$ cat config.mk
export PLATFORM = sky130hd
export DESIGN_NAME = hsi_indicator
export DESIGN_NICKNAME = d
export VERILOG_FILES = /design/src/hw/hsi_pkg.sv /design/src/hw/hsi_debounce.sv /design/src/hw/hsi_indicator.sv
export SDC_FILE = /design/constraint.sdc
export NUM_CORES = 1
export LEC_CHECK = 0
export BUFFER_PORTS_ARGS = -buffer_cell sky130_fd_sc_hd__buf_2
export CORE_AREA = 2 2 100 102
export DETAILED_ROUTE_END_ITERATION = 10
export DIE_AREA = 0 0 102 104
export GPL_TIMING_DRIVEN = 0
export PLACE_DENSITY = 0.81
export SYNTH_ARGS = -nofsm -noshare
export SYNTH_HDL_FRONTEND = slang
export SYNTH_SLANG_ARGS = --single-unit
$ cat constraint.sdc
create_clock -name CLK_I -period 4 [get_ports CLK_I]
set_input_delay 0.4 -clock CLK_I [delete_from_list [all_inputs] [get_ports CLK_I]]
set_output_delay 0.4 -clock CLK_I [all_outputs]
set_load 0.03 [all_outputs]
$ cat src/hw/hsi_pkg.sv
package hsi_pkg;

  // ---------------------------------------------------------------
  // timing
  // ---------------------------------------------------------------
  localparam int CLK_HZ         = 25_000_000;
  localparam int MS_PER_S       = 1000;
  localparam int CYCLES_PER_MS  = CLK_HZ / MS_PER_S;
  localparam int FLASH_MS       = 1;
  localparam int FLASH_CYCLES   = FLASH_MS * CYCLES_PER_MS;
  localparam int HOLD_S         = 10;
  localparam int HOLD_MS        = HOLD_S * MS_PER_S;
  localparam int DEBOUNCE_MS    = 20;
  localparam int TRACK_BLINK_MS = 500;

  // ---------------------------------------------------------------
  // register map
  // ---------------------------------------------------------------
  localparam logic [7:0]  ADDR_CTRL       = 8'h00;
  localparam logic [7:0]  ADDR_STATUS     = 8'h04;
  localparam logic [7:0]  ADDR_INT_STATUS = 8'h08;
  localparam logic [7:0]  ADDR_INT_MASK   = 8'h0C;
  localparam int          CTRL_FORCE_BIT  = 0;
  localparam int          CTRL_LED_EN_BIT = 1;
  localparam logic [1:0]  CTRL_RESET      = 2'h2;
  localparam int          ST_STATE_LSB    = 0;
  localparam int          ST_CONN_BIT     = 2;
  localparam int          ST_BUTTON_BIT   = 3;
  localparam int          ST_PATH_LSB     = 4;
  localparam int          ST_LED_LSB      = 7;
  localparam int          INT_W           = 5;
  localparam int          INT_PRESS       = 0;
  localparam int          INT_TOGGLE      = 1;
  localparam int          INT_ENTRY       = 2;
  localparam int          INT_SEQ         = 3;
  localparam int          INT_TRACK       = 4;
  localparam logic [4:0]  INT_MASK_RESET  = 5'h00;

  // ---------------------------------------------------------------
  // leds, banks and input paths
  // ---------------------------------------------------------------
  localparam int          LED_TRACK    = 0;
  localparam int          LED_CAP      = 1;
  localparam int          LED_BATT     = 2;
  localparam logic [2:0]  LED_ALL      = 3'h7;
  localparam logic [2:0]  LED_CHARGE   = 3'h6;
  localparam logic [2:0]  LED_NONE     = 3'h0;
  localparam logic [3:0]  BANK_ALL_ON  = 4'hF;
  localparam logic [3:0]  BANK_ALL_OFF = 4'h0;
  localparam logic [3:0]  BANK_C_TEG   = 4'h7;
  localparam logic [3:0]  BANK_A_TEG   = 4'h4;
  localparam logic [3:0]  BANK_A_EM    = 4'hC;
  localparam logic [3:0]  BANK_A_PIEZO = 4'h8;
  localparam logic [2:0]  PATH_NONE    = 3'h0;
  localparam logic [2:0]  PATH_PV      = 3'h1;
  localparam logic [2:0]  PATH_TEG     = 3'h2;
  localparam logic [2:0]  PATH_EM      = 3'h3;
  localparam logic [2:0]  PATH_PIEZO   = 3'h4;

  typedef enum logic [1:0] {
    CONV_TRACK,
    CONV_CAP,
    CONV_BATT,
    CONV_NORMAL
  } hsi_conv_type;

  function automatic logic [2:0] hsi_state_led(input hsi_conv_type s);
    case (s)
      CONV_TRACK: hsi_state_led = 3'h1;
      CONV_CAP:   hsi_state_led = 3'h2;
      CONV_BATT:  hsi_state_led = 3'h4;
      default:    hsi_state_led = LED_ALL;
    endcase
  endfunction : hsi_state_led

  function automatic logic [2:0] hsi_conn_led(input logic conn);
    hsi_conn_led = conn ? LED_ALL : LED_CHARGE;
  endfunction : hsi_conn_led

  function automatic logic [2:0] hsi_path(input logic [3:0] a,
                                          input logic [3:0] b,
                                          input logic [3:0] c);
    hsi_path = PATH_NONE;
    if (c == BANK_ALL_ON && b == BANK_ALL_OFF && a == BANK_ALL_OFF)
      hsi_path = PATH_PV;
    else if (c == BANK_C_TEG && b == BANK_ALL_OFF && a == BANK_A_TEG)
      hsi_path = PATH_TEG;
    else if (c == BANK_ALL_ON && b == BANK_ALL_OFF && a == BANK_A_EM)
      hsi_path = PATH_EM;
    else if (c == BANK_ALL_OFF && b == BANK_ALL_ON && a == BANK_A_PIEZO)
      hsi_path = PATH_PIEZO;
  endfunction : hsi_path

endpackage : hsi_pkg

$ cat src/hw/hsi_debounce.sv
module hsi_debounce
  import hsi_pkg::*;
#(
  parameter int STABLE_MS = DEBOUNCE_MS
) (
  // clock and reset
  input  wire logic clk_i,
  input  wire logic rst_i,
  // millisecond tick
  input  wire logic ms_tick_i,
  // raw and filtered level
  input  wire logic raw_i,
  output logic      level_o
);

  localparam int CW = $clog2(STABLE_MS + 1);

  logic [CW-1:0] cnt;

  // ---------------------------------------------------------------
  // stability counter
  // ---------------------------------------------------------------
  always_ff @(posedge clk_i or posedge rst_i) begin
    if (rst_i) begin
      cnt     <= '0;
      level_o <= 1'b0;
    end else if (raw_i == level_o) begin
      cnt <= '0;
    end else if (ms_tick_i) begin
      if (cnt == CW'(STABLE_MS - 1)) begin
        cnt     <= '0;
        level_o <= raw_i;
      end else begin
        cnt <= cnt + CW'(1);
      end
    end
  end

endmodule : hsi_debounce

$ cat src/hw/hsi_indicator.sv
// Local design decisions: the APB register port and the register addresses.
module hsi_indicator
  import hsi_pkg::*;
#(
  parameter int MS_CYCLES   = CYCLES_PER_MS,
  parameter int FLASH_CYC   = FLASH_CYCLES,
  parameter int HOLD_TIME   = HOLD_MS,
  parameter int DB_MS       = DEBOUNCE_MS,
  parameter int BLINK_MS    = TRACK_BLINK_MS
) (
  // clock and reset
  input  wire logic          CLK_I,
  input  wire logic          RST_I,
  // apb slave
  input  wire logic          PSEL_I,
  input  wire logic          PENABLE_I,
  input  wire logic          PWRITE_I,
  input  wire logic [7:0]    PADDR_I,
  input  wire logic [31:0]   PWDATA_I,
  output logic      [31:0]   PRDATA_O,
  output logic               PREADY_O,
  output logic               PSLVERR_O,
  output logic               IRQ_O,
  // user side
  input  wire logic          INQUIRY_BUTTON_I,
  input  wire logic          TRANSDUCER_PRESENT_I,
  input  wire logic [3:0]    SELECTOR_BANK_A_I,
  input  wire logic [3:0]    SELECTOR_BANK_B_I,
  input  wire logic [3:0]    SELECTOR_BANK_C_I,
  // processor side
  input  wire hsi_conv_type  CONV_STATE_I,
  input  wire logic          TARGET_TRACK_REQ_I,
  output logic               TRACK_REQ_O,
  output logic               OUTPUT_EN_O,
  output logic [2:0]         INPUT_PATH_O,
  // indicators
  output logic               LED_TRACK_O,
  output logic               LED_CAP_O,
  output logic               LED_BATT_O
);

  localparam int MW = $clog2(MS_CYCLES + 1);
  localparam int FW = $clog2(FLASH_CYC + 1);
  localparam int HW = $clog2(HOLD_TIME + 1);
  localparam int BW = $clog2(BLINK_MS + 1);

  logic [MW-1:0]    ms_cnt;
  logic             ms_tick;
  logic             btn_db;
  logic             btn_prev;
  logic             press;
  logic [HW-1:0]    hold_cnt;
  logic             hold_done;
  logic             connected;
  logic             present_prev;
  logic [3:0]       bank_a_prev;
  hsi_conv_type     state_prev;
  logic             entry;
  logic             seq_done;
  logic [BW-1:0]    blink_cnt;
  logic             blink;
  logic             force_track;
  logic [FW-1:0]    flash_cnt;
  logic [2:0]       led;
  logic [2:0]       next_led;
  logic             next_flash;
  logic [1:0]       ctrl;
  logic [INT_W-1:0] int_status;
  logic [INT_W-1:0] int_mask;
  logic [INT_W-1:0] int_event;
  logic             wr_ok;
  logic [31:0]      status_word;

  // ---------------------------------------------------------------
  // millisecond timebase and button filter
  // ---------------------------------------------------------------
  // millisecond tick
  always_ff @(posedge CLK_I or posedge RST_I) begin
    if (RST_I) begin
      ms_cnt  <= '0;
      ms_tick <= 1'b0;
    end else begin
      ms_tick <= (ms_cnt == MW'(MS_CYCLES - 1));
      if (ms_cnt == MW'(MS_CYCLES - 1))
        ms_cnt <= '0;
      else
        ms_cnt <= ms_cnt + MW'(1);
    end
  end
  hsi_debounce #(
    .STABLE_MS (DB_MS)
  ) u_debounce (
    .clk_i     (CLK_I),
    .rst_i     (RST_I),
    .ms_tick_i (ms_tick),
    .raw_i     (INQUIRY_BUTTON_I),
    .level_o   (btn_db)
  );

  assign press = btn_db && !btn_prev;

  // ---------------------------------------------------------------
  // hold timing and output connection
  // ---------------------------------------------------------------
  // ten second hold
  always_ff @(posedge CLK_I or posedge RST_I) begin
    if (RST_I) begin
      btn_prev  <= 1'b0;
      hold_cnt  <= '0;
      hold_done <= 1'b0;
    end else begin
      btn_prev  <= btn_db;
      hold_done <= 1'b0;
      if (!btn_db)
        hold_cnt <= '0;
      else if (ms_tick && hold_cnt != HW'(HOLD_TIME)) begin
        hold_cnt  <= hold_cnt + HW'(1);
        hold_done <= (hold_cnt == HW'(HOLD_TIME - 1));
      end
    end
  end
  always_ff @(posedge CLK_I or posedge RST_I) begin
    if (RST_I) begin
      connected   <= 1'b1;
      OUTPUT_EN_O <= 1'b0;
    end else begin
      if (hold_done)
        connected <= !connected;
      OUTPUT_EN_O <= connected && !btn_db;
    end
  end

  // ---------------------------------------------------------------
  // tracking requests and state entry
  // ---------------------------------------------------------------
  assign entry    = CONV_STATE_I != state_prev;
  assign seq_done = entry && state_prev == CONV_BATT &&
                    CONV_STATE_I == CONV_NORMAL;
  assign blink    = ms_tick && CONV_STATE_I == CONV_TRACK &&
                    blink_cnt == BW'(BLINK_MS - 1);

  always_ff @(posedge CLK_I or posedge RST_I) begin
    if (RST_I) begin
      present_prev <= 1'b0;
      bank_a_prev  <= BANK_ALL_OFF;
      state_prev   <= CONV_TRACK;
      blink_cnt    <= '0;
      TRACK_REQ_O  <= 1'b0;
      INPUT_PATH_O <= PATH_NONE;
    end else begin
      present_prev <= TRANSDUCER_PRESENT_I;
      bank_a_prev  <= SELECTOR_BANK_A_I;
      state_prev   <= CONV_STATE_I;
      if (CONV_STATE_I != CONV_TRACK || blink)
        blink_cnt <= '0;
      else if (ms_tick)
        blink_cnt <= blink_cnt + BW'(1);
      TRACK_REQ_O <= force_track;
      INPUT_PATH_O <= hsi_path(SELECTOR_BANK_A_I, SELECTOR_BANK_B_I,
                               SELECTOR_BANK_C_I);
    end
  end
  assign force_track = (TRANSDUCER_PRESENT_I && !present_prev && btn_db)
                    || TARGET_TRACK_REQ_I
                    || (SELECTOR_BANK_A_I != bank_a_prev)
                    || (wr_ok && PADDR_I == ADDR_CTRL &&
                        PWDATA_I[CTRL_FORCE_BIT]);

  // ---------------------------------------------------------------
  // led flash selection
  // ---------------------------------------------------------------
  // report state on press, or the output connection when in the normal state
  always_comb begin
    next_flash = 1'b1;
    next_led   = LED_NONE;
    if (hold_done)
      next_led = hsi_conn_led(!connected);
    else if (press && CONV_STATE_I == CONV_NORMAL)
      next_led = hsi_conn_led(connected);
    else if (press)
      next_led = hsi_state_led(CONV_STATE_I);
    else if (seq_done)
      next_led = LED_ALL;
    else if (entry && CONV_STATE_I != CONV_NORMAL)
      next_led = hsi_state_led(CONV_STATE_I);
    else if (blink)
      next_led = 3'h1;
    else
      next_flash = 1'b0;
  end

  always_ff @(posedge CLK_I or posedge RST_I) begin
    if (RST_I) begin
      flash_cnt   <= '0;
      led         <= LED_NONE;
      LED_TRACK_O <= 1'b0;
      LED_CAP_O   <= 1'b0;
      LED_BATT_O  <= 1'b0;
    end else begin
      if (next_flash) begin
        led       <= next_led;
        flash_cnt <= FW'(FLASH_CYC - 1);
      end else if (flash_cnt != '0)
        flash_cnt <= flash_cnt - FW'(1);
      else
        led <= LED_NONE;
      LED_TRACK_O <= next_flash ? next_led[LED_TRACK] : led[LED_TRACK]
                     && (flash_cnt != '0) && ctrl[CTRL_LED_EN_BIT];
      LED_CAP_O   <= next_flash ? next_led[LED_CAP] : led[LED_CAP]
                     && (flash_cnt != '0) && ctrl[CTRL_LED_EN_BIT];
      LED_BATT_O  <= next_flash ? next_led[LED_BATT] : led[LED_BATT]
                     && (flash_cnt != '0) && ctrl[CTRL_LED_EN_BIT];
    end
  end

  // ---------------------------------------------------------------
  // apb registers and interrupt
  // ---------------------------------------------------------------
  assign wr_ok = PSEL_I && PENABLE_I && PREADY_O && PWRITE_I;
  assign int_event = {force_track, seq_done, entry, hold_done, press};
  assign status_word = {22'h000000, led,
                        INPUT_PATH_O, btn_db, connected,
                        CONV_STATE_I};

  always_ff @(posedge CLK_I or posedge RST_I) begin
    if (RST_I) begin
      ctrl     <= CTRL_RESET;
      int_mask <= INT_MASK_RESET;
    end else if (wr_ok) begin
      if (PADDR_I == ADDR_CTRL)
        ctrl <= {PWDATA_I[CTRL_LED_EN_BIT], 1'b0};
      if (PADDR_I == ADDR_INT_MASK)
        int_mask <= PWDATA_I[INT_W-1:0];
    end
  end

  // set wins over write-one-to-clear
  always_ff @(posedge CLK_I or posedge RST_I) begin
    if (RST_I) begin
      int_status <= '0;
      IRQ_O      <= 1'b0;
    end else begin
      if (wr_ok && PADDR_I == ADDR_INT_STATUS)
        int_status <= (int_status & ~PWDATA_I[INT_W-1:0]) | int_event;
      else
        int_status <= int_status | int_event;
      IRQ_O <= |(int_status & int_mask);
    end
  end

  always_ff @(posedge CLK_I or posedge RST_I) begin
    if (RST_I) begin
      PREADY_O  <= 1'b0;
      PRDATA_O  <= 32'h00000000;
      PSLVERR_O <= 1'b0;
    end else begin
      PREADY_O  <= PSEL_I && PENABLE_I && !PREADY_O;
      PSLVERR_O <= 1'b0;
      PRDATA_O  <= 32'h00000000;
      if (PSEL_I && PENABLE_I && !PREADY_O) begin
        case (PADDR_I)
          ADDR_CTRL:       PRDATA_O <= {30'h00000000, ctrl};
          ADDR_STATUS:     PRDATA_O <= status_word;
          ADDR_INT_STATUS: PRDATA_O <= {27'h0000000, int_status};
          ADDR_INT_MASK:   PRDATA_O <= {27'h0000000, int_mask};
          default:         PSLVERR_O <= 1'b1;
        endcase
      end
    end
  end
endmodule : hsi_indicator

After elaboration in Yosys (flattened, before gate mapping)

Index checks and enable logic that the tools add are counted.

Reductions and logical operators: 55
Bitwise operators: 6
$add $sub $neg: 5
Eq/ne operators: 24
Mux-type cells: 41

Operator list:

| cell                  | number |
|---|---|
| $mux 15               | 3 |
| $pmux 10 s4           | 1 |
| $mux 3                | 11 |
| $logic_and 1x1->1     | 31 |
| $mux 14               | 2 |
| $mux 5                | 4 |
| $mux 9                | 2 |
| $eq 4x4->1 const B    | 4 |
| $eq 8x4->1 const B    | 2 |
| $mux 1                | 16 |
| $add 15x1->15 const B | 1 |
| $eq 15x15->1 const B  | 1 |
| $reduce_bool 15->1    | 1 |
| $sub 15x1->15 const B | 1 |
| $add 14x1->14 const B | 1 |
| $eq 14x14->1 const B  | 1 |
| $ne 14x14->1 const B  | 1 |
| $logic_not 4->1       | 3 |
| $and 5x5->5           | 2 |
| $mux 10               | 1 |
| $or 5x5->5            | 2 |
| $add 9x1->9 const B   | 1 |
| $eq 9x9->1 const B    | 1 |
| $pmux 3 s3            | 1 |
| 21 further kinds      | 37 |

Output and inout port bits: 43
Input bits: 62
Flip-flop bits (word level): 127
Logic and storage cells: 158

Depth between registers and ports, before layout

Gate-level depths: netlist (run 1).

Word-level depth: 10
Mapped depth: 7
Mapped depth without buffers: 7

Modules after synthesis

Synthesis (run 1) repeated with hierarchy kept, for this count alone.

Cells, all modules: 475
Area total of the unflattened synthesis: 5177.5 µm²

Modules (own cells, without submodules):

| module        | sequential area each (µm²) | cells each | area an instance (µm²) | times used |
|---|---|---|---|---|
| hsi_indicator | 2479.9                     | 445        | 4857.2                 | 1 |
| hsi_debounce  | 150.1                      | 30         | 320.3                  | 1 |

Worst setup path before layout (run 1)

Ideal clock, no wire load.

Path type: reg2reg
Start: reg flash_cnt[0]
End: reg LED_TRACK_O
Arrival: 1693 ps
Clock period less this slack: 1813 ps
Path buffers: 0
Required time: 3880 ps
Library setup time: 120 ps
Slack: 2187 ps
Stages on the path, launching flop included: 8
Path through: dfrtp_1 -> inv_1 -> ha_1 -> nor3b_1 -> nand4b_1 -> nor2_1 -> nor2_1 -> a31o_1

Longest elaborated chain between the ends: 4

Ends and longest elaborated chain:

| what                            | line                 | source |
|---|---|---|
| start, declared                 | hsi_indicator.sv:63  | `logic [FW-1:0] flash_cnt;` |
| start signal, assigned          | hsi_indicator.sv:202 | `flash_cnt <= FW'(FLASH_CYC - 1);` |
| start signal, assigned          | hsi_indicator.sv:204 | `flash_cnt <= flash_cnt - FW'(1);` |
| $reduce_bool 15->1              | hsi_indicator.sv:208 | `&& (flash_cnt != '0) && ctrl[CTRL_LED_EN_BIT];` |
| $logic_and 1x1->1 (2 in series) | hsi_indicator.sv:208 |  |
| $mux 1                          | hsi_indicator.sv:207 | `LED_TRACK_O <= next_flash ? next_led[LED_TRACK] : led[LED_TRACK]` |
| end signal, assigned            | hsi_indicator.sv:207 |  |
| end, declared                   | hsi_indicator.sv:37  | `output logic LED_TRACK_O,` |

Every way passes these cells.
A chain may end at the register's enable or synchronous reset.

Worst setup path after layout (run 1)

Start: reg flash_cnt[0]
End: reg LED_CAP_O

Longest elaborated chain between the ends: 4

Ends and longest elaborated chain:

| what                            | line                 | source |
|---|---|---|
| $reduce_bool 15->1              | hsi_indicator.sv:210 | `&& (flash_cnt != '0) && ctrl[CTRL_LED_EN_BIT];` |
| $logic_and 1x1->1 (2 in series) | hsi_indicator.sv:210 |  |
| $mux 1                          | hsi_indicator.sv:209 | `LED_CAP_O <= next_flash ? next_led[LED_CAP] : led[LED_CAP]` |
| end signal, assigned            | hsi_indicator.sv:209 |  |
| end, declared                   | hsi_indicator.sv:38  | `output logic LED_CAP_O,` |

Every way passes these cells.

==> reports/results.txt, run 1 <==
CTS resizes -> 0
initial antenna violation count -> 0
GRT Util Overall -> 19.36%
share of layout cells above drive strength 1 -> 20.32%
Synth top area share -> 50.63%
most frequent cell after synthesis -> dfrtp_1
VDD IR max -> 227.6 uV
flop2flop setup slack -> 1.82 ns
Peak Freq -> 0.4593 GHz
crit end category -> flop
Hold WS -> 0.07684 ns
Seq/Total Area, Yosys -> 51.66%
Clock Power Share -> 32.1%
# IOs -> 105
max-cap check violation count -> 0
most frequent CP cell -> nor2_1
CTS Buf Count -> 9
DR vias/cell -> 5.241
TritonCTS clock tree -> done
DR iter-0 viols -> 136
Syn Inst Count -> 480
Hold Vio Cnt, Final -> 0
Async SR Flop Fraction -> 100.0%
Worst Tran Pin Value -> 0.5140 ns
Antenna Nets Post-Route -> 0
crit-path cells -> inv_1, ha_1, nor3b_1, nand4b_1, nor2_1, nor2_1, a31o_1
Hold WC Path Type -> in -> async
Post-synth EDFFs -> 0
#FFs+latches synth -> 105
Residual DRC -> 0
largest net degree at the start of global routing -> 67
Syn Area/Cell -> 10.61 um^2
CTS sink cnt -> 105
count of final setup violators -> 0
P&R area growth vs syn -> 14.16%
post-synthesis cell type with the largest combined area -> dfrtp_1
net load switching power -> 0.4860 mW
n_diodes -> 0
CTS Root Cell -> clkbuf_8
clock latency on the worst-skew pair -> 0.37 ns
Vias -> 3,690
WP data required -> 4.27 ns
clk slew on worst S/H paths -> 0.10 ns
number of cell rows -> 36
Comb pwr share -> 9.7%
Die Ht -> 104 um
sw frac -> 25.91%
crit path DAT -> 2.45 ns
slowest cell delay on critical path -> 0.44 ns
synth cell count leaders -> dfrtp_1, nor2_1, nand2_1, xnor2_1, xor2_1
Crit-path slowest cell -> nor3b_1
number of global-route vias before repair -> 3,696
sequential share of power -> 58.2%
final WL -> 9.617 mm
post-CTS setup buffers -> 0
iteration count of the initial detailed-routing pass -> 4
RSZ-0062 raised after global routing -> no
setup TNS -> 0 ns
Reg-to-Reg End -> LED_CAP_O$_DFF_PP0_
Layout Nets -> 638
Post-Syn Area -> 5091 um^2
final period utilization -> 54.43%
critical path capture point -> LED_CAP_O$_DFF_PP0_
Worst Setup Path Type -> reg -> reg
CP Launch Type -> flop
WL per Instance -> 13.66 um
R2R Path Start -> flash_cnt[0]$_DFFE_PP0P_
final count of pins violating max slew -> 0
Reg2Reg Depth -> 7
worst clock skew -> 0.01015 ns
Max transition margin -> 65.48%
CTS Hold Bufs -> 0
Syn. warnings -> 0
Die Span X -> 102 um
Port Buffer Count -> 53
Internal -> 1.390 mW
power per cell area -> 322.8 nW/um^2
global-route wire length before repair -> 16.59 mm
fin crit period -> 2.177 ns
Primary FF master, synth -> dfrtp_1
die footprint -> 10,610 um^2
Initial Util -> 53.31%
Synth area leaders -> dfrtp_1, xnor2_1, xor2_1
worst-path fanout max -> 6
GRT Residual Overflow -> 0
dpl hpwl -> 6.898 mm
outcome -> completed
post-synth cell types -> 55
Placer Congestion -> 0.8482
layout filler cell count -> 819
htree depth -> 3
CORE AREA -> 9549 um^2
Max clock buf depth -> 2
crit path from -> flash_cnt[0]$_DFFE_PP0P_
Leak -> 2.668 nW
## final cells by class
class                   instances  area [um^2]  area share (%)
clock inverters                 6        42.54          0.7320
clock buffers                  10        137.6           2.368
multi-input cells             355         2302           39.61
flip-flops and latches        105         2630           45.25
inverters                      12        47.55          0.8181
repair buffers                 54        292.8           5.038
well taps                     133        166.4           2.863
plain buffers                  29        192.7           3.315
## how the worst min path moves through the flow
stage,startpoint,endpoint,slack [ns],cells after the start
after floorplan,SELECTOR_BANK_A_I[0],bank_a_prev[0]$_DFF_PP0_,0.43,0
after global placement,ms_cnt[0]$_DFF_PP0_,ms_cnt[0]$_DFF_PP0_,0.45,1
after detailed placement,ms_cnt[0]$_DFF_PP0_,ms_cnt[0]$_DFF_PP0_,0.46,1
after CTS,RST_I,flash_cnt[8]$_DFFE_PP0P_,0.08,2
after global routing,RST_I,flash_cnt[8]$_DFFE_PP0P_,0.1,2
final,RST_I,flash_cnt[6]$_DFFE_PP0P_,0.08,2
## logic make-up after synthesis
group / count (synthesis) / share of synthesized area, %
and+or+nand+nor: 206 / 21.75
buffers and inverters: 41 / 4.669
adders and majority gates: 10 / 2.458
DFF: 105 / 51.66
AOI/OAI and AO/OA: 50 / 6.955
other: 1 / 0.07366
muxes: 15 / 3.490
xor gates and xnor gates: 52 / 8.946
## cell usage in the layout (no fill, tap or decap), types with 12 or more instances in the layout
cell type  instances
nand4_1           18
buf_4             22
buf_2             54
xor2_1            23
dfrtp_1          103
conb_1            22
nand3_1           13
nand2_1           41
xnor2_1           29
mux2_2            12
nor2_1            52
and2_1            17
## through the flow
| stage | util [%] | setup slack [ns] | instance area, um^2 | power (mW) | cells |
|---|---|---|---|---|---|
| final | 60.86 | 1.823 | 5812 | 1.876 | 704 |
| after global routing | 60.86 | 1.597 | 5812 | 1.955 | 704 |
| after CTS | 60.86 | 1.831 | 5812 | 1.898 | 704 |
| after detailed placement | 58.98 | 1.855 | 5632 | 1.295 | 688 |
| after global placement | 58.66 | -0.2299 | 5602 | 1.285 | 687 |
| after floorplan | - | 0.8428 | 5170 | 1.240 | 501 |
## routing by layer
metal  track usage (%)  vias to the layer above  routed length [um]
met5                 0                        -                   0
met4             6.190                        0                 159
met3             4.704                       15                 368
met2             33.13                       84                4795
met1             23.87                     1797                4293
li1                  -                     1794                   -
## registers in the layout, summed over array words and instances (netlist names), 2 cells and up
register        count
INPUT_PATH_O        3
PRDATA_O           10
bank_a_prev         4
blink_cnt           9
flash_cnt          15
hold_cnt           14
int_mask            5
int_status          5
led                 3
ms_cnt             15
state_prev          2
u_debounce.cnt      5
## power groups by stage
stage,sequential (mW),combinational [mW],clock (mW)
after global routing,1.09,0.202,0.660
after floorplan,1.12,0.120,0
after CTS,1.09,0.184,0.623
final,1.09,0.183,0.602
after detailed placement,1.11,0.183,0
after global placement,1.11,0.174,0
## critical path: cells and delay by family, from the launching register on
family	cells	cell delay [ns]
flops	1	0.41
compound gates	1	0.24
buf+inv	1	0.09
simple gates	4	1.14
fa+ha+maj	1	0.19
Power figures use the tool's default switching activity.
==> run 2, diff against run 1 <==
--- a/config.mk
+++ b/config.mk
@@ -6,11 +6,11 @@
 export NUM_CORES = 1
 export LEC_CHECK = 0
 export BUFFER_PORTS_ARGS = -buffer_cell sky130_fd_sc_hd__buf_2
-export CORE_AREA = 2 2 100 102
+export CORE_AREA = 2 2 104 106
 export DETAILED_ROUTE_END_ITERATION = 10
-export DIE_AREA = 0 0 102 104
+export DIE_AREA = 0 0 106 108
 export GPL_TIMING_DRIVEN = 0
-export PLACE_DENSITY = 0.81
+export PLACE_DENSITY = 0.79
 export SYNTH_ARGS = -nofsm -noshare
 export SYNTH_HDL_FRONTEND = slang
 export SYNTH_SLANG_ARGS = --single-unit
==> constraint.sdc (replaced) <==
create_clock -name CLK_I -period 2 [get_ports CLK_I]
set_input_delay 0.2 -clock CLK_I [delete_from_list [all_inputs] [get_ports CLK_I]]
set_output_delay 0.2 -clock CLK_I [all_outputs]
set_load 0.03 [all_outputs]
==> reports/results.txt, run 2 (synthesized netlist as in run 1, its figures left out) <==
dpl hpwl -> 7.276 mm
GRT Residual Overflow -> 0
most frequent cells in the layout -> dfrtp_1, buf_2, nor2_1, nand2_1, xnor2_1
CTS sink cnt -> 105
Die Span X -> 106 um
Residual DRC -> 0
clock latency on the worst-skew pair -> 0.37 ns
Max transition margin -> 45.68%
outcome -> completed
CTS Buf Count -> 9
n_diodes -> 0
Worst Setup Path Type -> reg -> reg
iteration count of the initial detailed-routing pass -> 5
worst-path fanout max -> 6
global-route wire length before repair -> 16.95 mm
slowest cell delay on critical path -> 0.42 ns
final period utilization -> 94.01%
Layout Nets -> 647
Port Buffer Count -> 53
TritonCTS clock tree -> done
Max clock buf depth -> 2
Hold WC Path Type -> in -> reg
crit-path cells -> inv_1, ha_1, nor3b_4, nand4b_1, nor2_2, nor2_1, a31o_1
die footprint -> 11,450 um^2
# IOs -> 105
Die Ht -> 108 um
Placer Congestion -> 0.8473
Initial Util -> 49.76%
min setup slack post-route -> 0.1197 ns
largest net degree at the start of global routing -> 44
most common cell after layout, fill and taps aside -> dfrtp_1
biggest regs -> flash_cnt: 15 flops, ms_cnt: 15 flops, hold_cnt: 14 flops
final count of pins violating max slew -> 0
GRT Util Overall -> 18.26%
crit path DAT -> 2.16 ns
power per cell area -> 643.1 nW/um^2
max-cap check violation count -> 0
Crit-path slowest cell -> dfrtp_1
initial antenna violation count -> 0
DR iter-0 viols -> 164
htree depth -> 3
CORE AREA -> 10,230 um^2
share of layout cells above drive strength 1 -> 20.69%
VDD IR max -> 347.0 uV
dpl ws -> -0.1494 ns
final WL -> 9.960 mm
WL per Instance -> 13.91 um
worst clock skew -> 0.01497 ns
final core occ -> 57.88%
Leak -> 2.702 nW
Vias -> 3,720
crit end category -> flop
dpl cell area -> 5649 um^2
CP Launch Type -> flop
Peak Freq -> 0.5318 GHz
WP data required -> 2.28 ns
fin crit period -> 1.880 ns
number of cell rows -> 37
Hold WS -> 0.03425 ns
CTS Root Cell -> clkbuf_8
DR vias/cell -> 5.196
fin area -> 5922 um^2
Antenna Nets Post-Route -> 0
P&R area growth vs syn -> 16.32%
count of final setup violators -> 0
clk slew on worst S/H paths -> 0.11 ns
number of global-route vias before repair -> 3,729
Hold Vio Cnt, Final -> 0
Worst Tran Pin Value -> 0.8131 ns
==> run 2: cell count changes in the layout (fill, tap and decap cells not counted), moves of 2 or more <==
cell | before | now
buf_12 | 0 | 2
buf_4 | 22 | 24
clkinv_2 | 3 | 0
dlygate4sd3_1 | 0 | 6
inv_6 | 0 | 2
==> run 2: path summary, 6_finish.rpt <==
check / slack, ns / depth (start not counted) / to / start
worst min-delay path: 0.03 / 1 / state_prev[1]$_DFF_PP0_ / CONV_STATE_I[1]
worst min register to register: 0.47 / 1 / ms_cnt[0]$_DFF_PP0_ / ms_cnt[0]$_DFF_PP0_
max in group asynchronous: 0.81 / 4 / present_prev$_DFF_PP0_ / RST_I
worst max register to register: 0.12 / 7 / LED_CAP_O$_DFF_PP0_ / flash_cnt[0]$_DFFE_PP0P_
min in group asynchronous: 0.50 / 3 / flash_cnt[8]$_DFFE_PP0P_ / RST_I
worst max-delay path: 0.12 / 7 / LED_CAP_O$_DFF_PP0_ / flash_cnt[0]$_DFFE_PP0P_
==> run 2: where the power goes <==
part           internal [mW]  switching (mW)  total (mW)
sequential              2.16          0.0239        2.18
combinational          0.142           0.236       0.378
clock                  0.482           0.766        1.25
==> run 2: layout make-up <==
cell class / instances / area [um^2]
Sequential cell: 105 / 2630
Tap cell: 136 / 170.2
Clock buffer: 10 / 127.6
Fill cell: 855 / 4309
Inverter: 12 / 48.80
Clock inverter: 6 / 56.30
Multi-Input combinational cell: 355 / 2316
Timing Repair Buffer: 63 / 380.4
Buffer: 29 / 192.7
==> run 2: timing repair <==
action,CTS,global route
resized for setup,2,1
hold endpoints to repair,39,0
setup endpoints to repair,6,7
hold buffers,6,0
cloned,0,0
pin swaps,0,1
buffers inserted,0,2
==> run 2: stage by stage <==
step / TNS [ns] / std cells / total power, mW
floorplan: 0 / 501 / 2.480
detailed placement: -0.7311 / 692 / 2.592
global route: -0.005631 / 716 / 3.976
finish: 0 / 716 / 3.808
CTS: 0 / 714 / 3.848
global placement: -9.181 / 690 / 2.572
==> run 2: routing by layer <==
layer | up-vias | routed length, um | global-route usage [%]
met3 | 14 | 249 | 3.556
met5 | - | 0 | 0
met2 | 52 | 5194 | 32.58
li1 | 1817 | - | -
met1 | 1837 | 4400 | 22.73
met4 | 0 | 114 | 5.169
==> run 2: worst max-delay path, delay by kind of cell, from the launching register on <==
family / cells / cell delay, ns
AND/OR/NAND/NOR: 4 / 0.81
buffers and inverters: 1 / 0.10
adder cells (fa/ha/maj): 1 / 0.21
AO/OA/AOI/OAI: 1 / 0.24
flip-flops: 1 / 0.42
